File: src/rtl/gate_pkg.sv
// Purpose: shared constants and types for the external debug access gate
// Assumes: 8-bit byte address, 32-bit data, classic Wishbone slave
// Notes: offsets are byte addresses of aligned words
package gate_pkg;

    localparam int ADDR_W = 8;
    localparam int DATA_W = 32;
    localparam int SEL_W = 4;
    localparam int STICKY_W = 2;

    // register offsets
    localparam logic [7:0] CTRL_OFS = 8'h00;
    localparam logic [7:0] STAT_OFS = 8'h04;
    localparam logic [7:0] MASK_OFS = 8'h08;
    localparam logic [7:0] DBG_OFS = 8'h40;
    localparam logic [7:0] MON_OFS = 8'h80;

    // field positions
    localparam int CTRL_OS_LOCKED_CONDITION_BIT = 0;
    localparam int STAT_PU_BIT = 0;
    localparam int STAT_DLK_BIT = 1;
    localparam int STAT_OS_LOCKED_CONDITION_BIT = 2;
    localparam int STAT_STICKY_LSB = 3;
    localparam int FLAG_DBG = 0;
    localparam int FLAG_MON = 1;

    // reset values
    localparam logic OS_LOCKED_CONDITION_RST = 1'b1;
    localparam logic [STICKY_W-1:0] MASK_RST = 2'b00;
    localparam logic [DATA_W-1:0] DBG_RST = 32'h0000_0000;
    localparam logic [DATA_W-1:0] MON_RST = 32'h0000_0000;

    typedef enum logic [2:0] {
        V_OFF,
        V_DLK,
        V_OS_LOCKED_CONDITION,
        V_AUTH,
        V_OK
    } verdict_t;

    typedef enum logic [2:0] {
        R_CTRL,
        R_STAT,
        R_MASK,
        R_DBG,
        R_MON,
        R_NONE
    } region_t;

endpackage : gate_pkg

File: src/rtl/perm_check.sv
// Purpose: priority check of one external access against lock and power state
// Assumes: all inputs are current-cycle levels
// Notes: purely combinational
`timescale 1ns/100ps
`default_nettype none
module perm_check (
    input wire logic core_powered,
    input wire logic double_locked,
    input wire logic os_locked,
    input wire logic access_allowed,
    output gate_pkg::verdict_t verdict,
    output logic deny
);
    import gate_pkg::*;

    always_comb begin
        if (!core_powered) begin
            verdict = V_OFF;
        end else if (double_locked) begin
            verdict = V_DLK;
        end else if (os_locked) begin
            verdict = V_OS_LOCKED_CONDITION;
        end else if (!access_allowed) begin
            verdict = V_AUTH;
        end else begin
            verdict = V_OK;
        end
        deny = (verdict != V_OK);
    end

endmodule : perm_check
`default_nettype wire

File: src/rtl/sticky_flags.sv
// Purpose: sticky event bits, cleared by writing one
// Assumes: set and clear are one-cycle pulses
// Notes: a set in the clearing cycle wins
`timescale 1ns/100ps
`default_nettype none
module sticky_flags #(
    parameter int W = 2
) (
    input wire logic clk,
    input wire logic srst,
    input wire logic [W-1:0] set,
    input wire logic [W-1:0] clr,
    output logic [W-1:0] flags
);
    logic [W-1:0] flags_q;
    logic [W-1:0] flags_d;

    for (genvar i = 0; i < W; i++) begin : g_bit
        always_comb begin
            flags_d[i] = set[i] | (flags_q[i] & ~clr[i]);
        end
    end

    always_ff @(posedge clk) begin
        if (srst) begin
            flags_q <= '0;
        end else begin
            flags_q <= flags_d;
        end
    end

    assign flags = flags_q;

endmodule : sticky_flags
`default_nettype wire

File: src/rtl/ext_debug_access_gate.sv
// Purpose: gate external register accesses by power, locks and authentication
// Assumes: single clock, inputs synchronous, classic Wishbone master
// Notes: gate control registers stay reachable; debug and monitor windows are gated
//
// Added by the designer: the register offsets and register access over Wishbone.
`timescale 1ns/100ps
`default_nettype none
module ext_debug_access_gate #(
    parameter int DW = gate_pkg::DATA_W
) (
    input wire logic clk,
    input wire logic srst,
    input wire logic cold_poweron_reset_n,
    input wire logic ext_debug_if_reset_n,
    input wire logic cyc_i,
    input wire logic stb_i,
    input wire logic we_i,
    input wire logic [gate_pkg::ADDR_W-1:0] adr_i,
    input wire logic [gate_pkg::DATA_W-1:0] dat_i,
    input wire logic [gate_pkg::SEL_W-1:0] sel_i,
    output logic [gate_pkg::DATA_W-1:0] dat_o,
    output logic ack_o,
    output logic err_o,
    input wire logic core_powered_status_bit,
    input wire logic double_lock_status_bit,
    input wire logic ext_debug_allowed_fn,
    input wire logic ext_monitor_allowed_fn,
    input wire logic sys_os_locked_condition_we,
    input wire logic sys_os_locked_condition_wdata,
    input wire logic sys_dbg_we,
    input wire logic [gate_pkg::DATA_W-1:0] sys_dbg_wdata,
    input wire logic sys_mon_we,
    input wire logic [gate_pkg::DATA_W-1:0] sys_mon_wdata,
    output logic os_lock_status_bit,
    output logic [gate_pkg::DATA_W-1:0] dbg_data_o,
    output logic [gate_pkg::DATA_W-1:0] mon_data_o,
    output logic irq
);
    import gate_pkg::*;

    function automatic region_t decode(input logic [ADDR_W-1:0] a);
        case (a)
            CTRL_OFS: decode = R_CTRL;
            STAT_OFS: decode = R_STAT;
            MASK_OFS: decode = R_MASK;
            DBG_OFS: decode = R_DBG;
            MON_OFS: decode = R_MON;
            default: decode = R_NONE;
        endcase
    endfunction : decode

    function automatic logic [DATA_W-1:0] merge(
        input logic [DATA_W-1:0] old_v,
        input logic [DATA_W-1:0] new_v,
        input logic [SEL_W-1:0] sel
    );
        merge = old_v;
        for (int b = 0; b < SEL_W; b++) begin
            if (sel[b]) begin
                merge[b*8 +: 8] = new_v[b*8 +: 8];
            end
        end
    endfunction : merge

    // resets
    logic core_rst;
    logic bus_rst;
    assign core_rst = srst | ~cold_poweron_reset_n;
    assign bus_rst = core_rst | ~ext_debug_if_reset_n;

    // state
    logic os_locked_condition_q, os_locked_condition_d;
    logic [STICKY_W-1:0] mask_q, mask_d;
    logic [DATA_W-1:0] dbg_q, dbg_d;
    logic [DATA_W-1:0] mon_q, mon_d;
    logic ack_q, ack_d;
    logic err_q, err_d;
    logic [DATA_W-1:0] dat_q, dat_d;

    // decision
    logic req;
    region_t region;
    logic gated_dbg, gated_mon;
    verdict_t dbg_verdict, mon_verdict;
    logic dbg_deny, mon_deny;
    logic bad;
    logic wr_ok, rd_ok;
    logic [STICKY_W-1:0] flag_set, flag_clr, flags;

    assign req = cyc_i & stb_i & ~ack_q & ~err_q;
    assign region = decode(adr_i);
    assign gated_dbg = (region == R_DBG);
    assign gated_mon = (region == R_MON);

    // judged on the live state in the request cycle
    perm_check u_dbg_check (
        .core_powered(core_powered_status_bit),
        .double_locked(double_lock_status_bit),
        .os_locked(os_locked_condition_q),
        .access_allowed(ext_debug_allowed_fn),
        .verdict(dbg_verdict),
        .deny(dbg_deny)
    );

    perm_check u_mon_check (
        .core_powered(core_powered_status_bit),
        .double_locked(double_lock_status_bit),
        .os_locked(os_locked_condition_q),
        .access_allowed(ext_monitor_allowed_fn),
        .verdict(mon_verdict),
        .deny(mon_deny)
    );

    always_comb begin
        bad = 1'b0;
        if (region == R_NONE) begin
            bad = 1'b1;
        end else if (gated_dbg) begin
            bad = dbg_deny;
        end else if (gated_mon) begin
            bad = mon_deny | we_i;
        end
        wr_ok = req & we_i & ~bad;
        rd_ok = req & ~we_i & ~bad;
    end

    // sticky error flags and interrupt
    always_comb begin
        flag_set = '0;
        flag_set[FLAG_DBG] = req & gated_dbg & (dbg_verdict == V_AUTH);
        flag_set[FLAG_MON] = req & gated_mon & (mon_verdict == V_AUTH);
        flag_clr = '0;
        if (wr_ok && region == R_STAT && sel_i[0]) begin
            flag_clr = dat_i[STAT_STICKY_LSB +: STICKY_W];
        end
    end

    sticky_flags #(
        .W(STICKY_W)
    ) u_flags (
        .clk(clk),
        .srst(core_rst),
        .set(flag_set),
        .clr(flag_clr),
        .flags(flags)
    );

    // register updates
    always_comb begin
        os_locked_condition_d = os_locked_condition_q;
        mask_d = mask_q;
        dbg_d = dbg_q;
        mon_d = mon_q;
        if (sys_os_locked_condition_we) begin
            os_locked_condition_d = sys_os_locked_condition_wdata;
        end
        if (sys_dbg_we) begin
            dbg_d = sys_dbg_wdata;
        end
        if (sys_mon_we) begin
            mon_d = sys_mon_wdata;
        end
        if (wr_ok && sel_i[0]) begin
            case (region)
                R_CTRL: os_locked_condition_d = dat_i[CTRL_OS_LOCKED_CONDITION_BIT];
                R_MASK: mask_d = dat_i[STICKY_W-1:0];
                default: begin
                end
            endcase
        end
        if (wr_ok && region == R_DBG) begin
            dbg_d = merge(dbg_q, dat_i, sel_i);
        end
    end

    always_ff @(posedge clk) begin
        if (core_rst) begin
            os_locked_condition_q <= OS_LOCKED_CONDITION_RST;
            mask_q <= MASK_RST;
            dbg_q <= DBG_RST;
            mon_q <= MON_RST;
        end else begin
            os_locked_condition_q <= os_locked_condition_d;
            mask_q <= mask_d;
            dbg_q <= dbg_d;
            mon_q <= mon_d;
        end
    end

    // bus answer
    always_comb begin
        ack_d = req & ~bad;
        err_d = req & bad;
        dat_d = '0;
        if (rd_ok) begin
            case (region)
                R_CTRL: dat_d[CTRL_OS_LOCKED_CONDITION_BIT] = os_locked_condition_q;
                R_STAT: begin
                    dat_d[STAT_PU_BIT] = core_powered_status_bit;
                    dat_d[STAT_DLK_BIT] = double_lock_status_bit;
                    dat_d[STAT_OS_LOCKED_CONDITION_BIT] = os_locked_condition_q;
                    dat_d[STAT_STICKY_LSB +: STICKY_W] = flags;
                end
                R_MASK: dat_d[STICKY_W-1:0] = mask_q;
                R_DBG: dat_d = dbg_q;
                R_MON: dat_d = mon_q;
                default: dat_d = '0;
            endcase
        end
    end

    always_ff @(posedge clk) begin
        if (bus_rst) begin
            ack_q <= 1'b0;
            err_q <= 1'b0;
            dat_q <= '0;
        end else begin
            ack_q <= ack_d;
            err_q <= err_d;
            dat_q <= dat_d;
        end
    end

    assign ack_o = ack_q;
    assign err_o = err_q;
    assign dat_o = dat_q;
    assign os_lock_status_bit = os_locked_condition_q;
    assign dbg_data_o = dbg_q;
    assign mon_data_o = mon_q;
    assign irq = |(flags & mask_q);
endmodule : ext_debug_access_gate
`default_nettype wire

File: config.mk
export PLATFORM = sky130hd
export DESIGN_NAME = ext_debug_access_gate
export DESIGN_NICKNAME = d
export VERILOG_FILES = /design/src/rtl/gate_pkg.sv /design/src/rtl/perm_check.sv /design/src/rtl/sticky_flags.sv /design/src/rtl/ext_debug_access_gate.sv
export SDC_FILE = /design/constraint.sdc
export NUM_CORES = 1
export LEC_CHECK = 0
export BUFFER_PORTS_ARGS = -buffer_cell sky130_fd_sc_hd__buf_4
export CAP_MARGIN = 20
export CORE_MARGIN = 5
export CORE_UTILIZATION = 50
export DETAILED_ROUTE_END_ITERATION = 10
export GPL_TIMING_DRIVEN = 0
export PLACE_DENSITY = 0.85
export SLEW_MARGIN = 15
export SYNTH_ARGS = -nofsm -noshare
export SYNTH_HDL_FRONTEND = slang
export SYNTH_SLANG_ARGS = --single-unit
File: constraint.sdc
create_clock -name clk -period 3.1 [get_ports clk]
set_input_delay 0.31 -clock clk [delete_from_list [all_inputs] [get_ports clk]]
set_output_delay 0.31 -clock clk [all_outputs]
set_load 0.01 [all_outputs]
==> impl_metrics.py <==
metrics = {
    "floorplanning": {
        "die_h_microns": 107.2,
        "io_pins": 223,
        "core_area_sq_um": 9240,
        "start_util_pct": 51.10,
        "dieArea_sq_um": 11490,
        "row_count": 35,
        "die_w_microns": 107.2,
    },
    "clock_network": {
        "cts-buffers-inserted": 9,
        "clk_latency_ps": 370,
        "h-tree-depth": 3,
        "cts-resized-gates": 0,
        "holdBufCountCts": 0,
        "cts-root-buf": "clkbuf_8",
        "clk_path_buf_depth": 2,
        "cts.sink_count": 103,
        "clkTransAtPathRegs_ps": 100,
        "cts_tree": "done",
        "post_cts.repair.setup_buffers": 0,
    },
    "global_routing": {
        "grt-ovfl-total": 0,
        "met3_usage_pct": 8.669,
        "grt_pass1_wl_mm": 25.84,
        "grt_use_met2_pct": 46.92,
        "grt_usage_pct": 28.50,
        "met1_usage_pct": 35.19,
        "antenna_found_initial": 0,
        "grt.busiest_layer": "met2",
        "grt_pass1_vias": 4876,
        "grt_max_degree": 19,
    },
    "setup_path": {
        "r2r_slack_ps": 1030,
        "worstRegToRegCells": 5,
        "worst_setup_path_end_kind": "register",
        "startpoint_type": "primary input",
        "path_max_fanout": 10,
        "crit_type": "in2reg",
        "worstReg2RegEnd": "dbg_data_o[26]",
        "cp-endpoint": "dbg_data_o[26]",
        "required_ps": 3320,
        "reg2reg_from": "os_lock_status_bit",
        "arrival_ps": 2340,
        "crit_start": "adr_i[1]",
    },
    "final_layout": {
        "fin_util_pct": 72.84,
        "seq_area_sq_um": 2062,
        "num-fill-cells": 715,
        "area_growth_pct": 42.53,
        "drive_above_1_share_pct": 36.19,
        "nNetsFinal": 831,
        "multi_input_area_sq_um": 2444,
        "final_area_sq_um": 6730,
        "diodes": 0,
    },
    "synth": {
        "synthFlopType": "dfxtp_1",
        "synth_edf_count": 0,
        "synth_largest_area_cell": "dfxtp_1",
        "synth_nets": 602,
        "synth_top_cells_by_count": "dfxtp_1, mux2i_1, nor2_1, nor2b_1, a211oi_1",
        "synthesis.area_sq_um": 4722,
        "netlist_instances": 479,
        "synth_seq_cells": 103,
        "syn_area_per_cell_sq_um": 9.858,
        "synth_area_leaders": "dfxtp_1, mux2i_1, a2111oi_0, a211oi_1, nor2b_1",
        "yosysMostFrequentCell": "dfxtp_1",
        "synth-warning-count": 0,
        "synthArstFlopShare_pct": 0,
        "yosysUniqueCellTypes": 48,
        "yosysSeqAreaShare_pct": 43.67,
        "synth_top_cell_area_share_pct": 43.67,
    },
    "placement": {
        "portBuffers": 218,
        "dp_slack_ps": 679.7,
        "placed_area_sq_um": 6520,
        "dp_hpwl_mm": 12.73,
        "routabilityCongestion": 0.8562,
    },
    "route": {
        "post_drt_via_cell_ratio": 5.670,
        "wl_per_cell_microns": 19.77,
        "wl_mm": 16.64,
        "dr.pass1.iters": 5,
        "postRouteAntennaNets": 0,
        "drc": 0,
        "vias": 4774,
        "first_iter_violations": 244,
    },
    "timing": {
        "finalClockSkew_ps": 14.18,
        "drv_slew": 0,
        "setup_tns_ps": 0,
        "finalCritPeriodShare_pct": 68.21,
        "max_slew_margin_pct": 43.13,
        "rsz0062_at_grt": "false",
        "worstMarginPinSlew_ps": 853.0,
        "finalSetupViolCount": 0,
        "layout_min_cycle_time_ps": 2114,
        "timing.final.ws_setup_ps": 985.5,
        "final_hold_viol_count": 0,
        "fmax_mhz": 472.9,
    },
    "power_and_ir_drop": {
        "p_leak_nw": 2.842,
        "irDropWorstVdd_uv": 337.3,
        "power.density_nw_per_um2": 397.5,
    },
    "outcome": {
        "status": "completed",
    },
    "flow_run": {
        "maxCapViolCount": 0,
    },
    "worst_hold_path": {
        "hp-class": "in2reg",
    },
}
where the power goes:
group          switching [W]  internal, W
clock               0.000498     0.000408
combinational       0.000184     0.000204
sequential         0.0000302      0.00135
total               0.000713      0.00196
flip-flops by register name, summed over array words and instances, names as in the netlist:
register / flops
os_lock_status_bit: 1
mon_data_o: 32
dbg_data_o: 32
mask_q: 2
dat_o: 32
u_flags.flags: 2
err_o: 1
ack_o: 1
layout make-up:
class / instances / share of cell area (%)
Clock inverter: 6 / 1.078
Clock buffer: 10 / 2.045
Timing Repair Buffer: 218 / 24.32
Multi-Input combinational cell: 330 / 36.31
Inverter: 3 / 0.1673
Buffer: 43 / 3.049
Sequential cell: 103 / 30.64
Tap cell: 129 / 2.398
placed cells by master (no fill, tap or decap), types with 5 or more instances in the layout:
| cell | n |
|---|---|
| nor2_1 | 53 |
| nand4_1 | 5 |
| clkbuf_1 | 32 |
| nor2b_1 | 37 |
| nand2_1 | 9 |
| clkbuf_8 | 10 |
| nor2_4 | 10 |
| a22oi_1 | 30 |
| dfxtp_1 | 103 |
| a211oi_1 | 33 |
| buf_4 | 218 |
| mux2i_1 | 66 |
| a2111oi_0 | 31 |
per-stage QoR:
stage	hold slack (ps)	instances	total power (W)
CTS	154.7	842	0.002681
floorplan	393.1	479	0.001568
global placement	502.6	826	0.001785
global route	170.5	842	0.002778
detailed placement	511.9	826	0.001795
finish	168.1	842	0.002675
layer usage:
metal	vias to the layer above	wire [microns]
li1	2251	-
met1	2264	6600
met2	237	8044
met3	22	1687
met4	0	312
met5	-	0
logic make-up after synthesis:
family	after synthesis	share of synthesized area, %
AO/OA/AOI/OAI	119	19.95
adder cells (fa/ha/maj)	1	0.2385
buffers and inverters	46	4.584
flip-flops	103	43.67
multiplexers	66	13.99
AND/OR/NAND/NOR	144	17.57
critical path, stage by stage:
cell and delay (ps):
buf_4 110, nor4_2 610, nand3_1 350, clkbuf_1 320, a2111oi_0 510, a211oi_1 130
how the worst min path moves through the flow:
| stage | from | endpoint | cells after the start |
|---|---|---|---|
| floorplan | we_i | dat_o[0] | 1 |
| global placement | mon_data_o[20] | mon_data_o[20] | 2 |
| detailed placement | mon_data_o[15] | dat_o[15] | 2 |
| CTS | ext_debug_allowed_fn | u_flags.flags[0] | 2 |
| global route | sys_mon_wdata[16] | mon_data_o[16] | 3 |
| finish | ext_debug_allowed_fn | u_flags.flags[0] | 2 |
(Power assumes the default switching activity.)
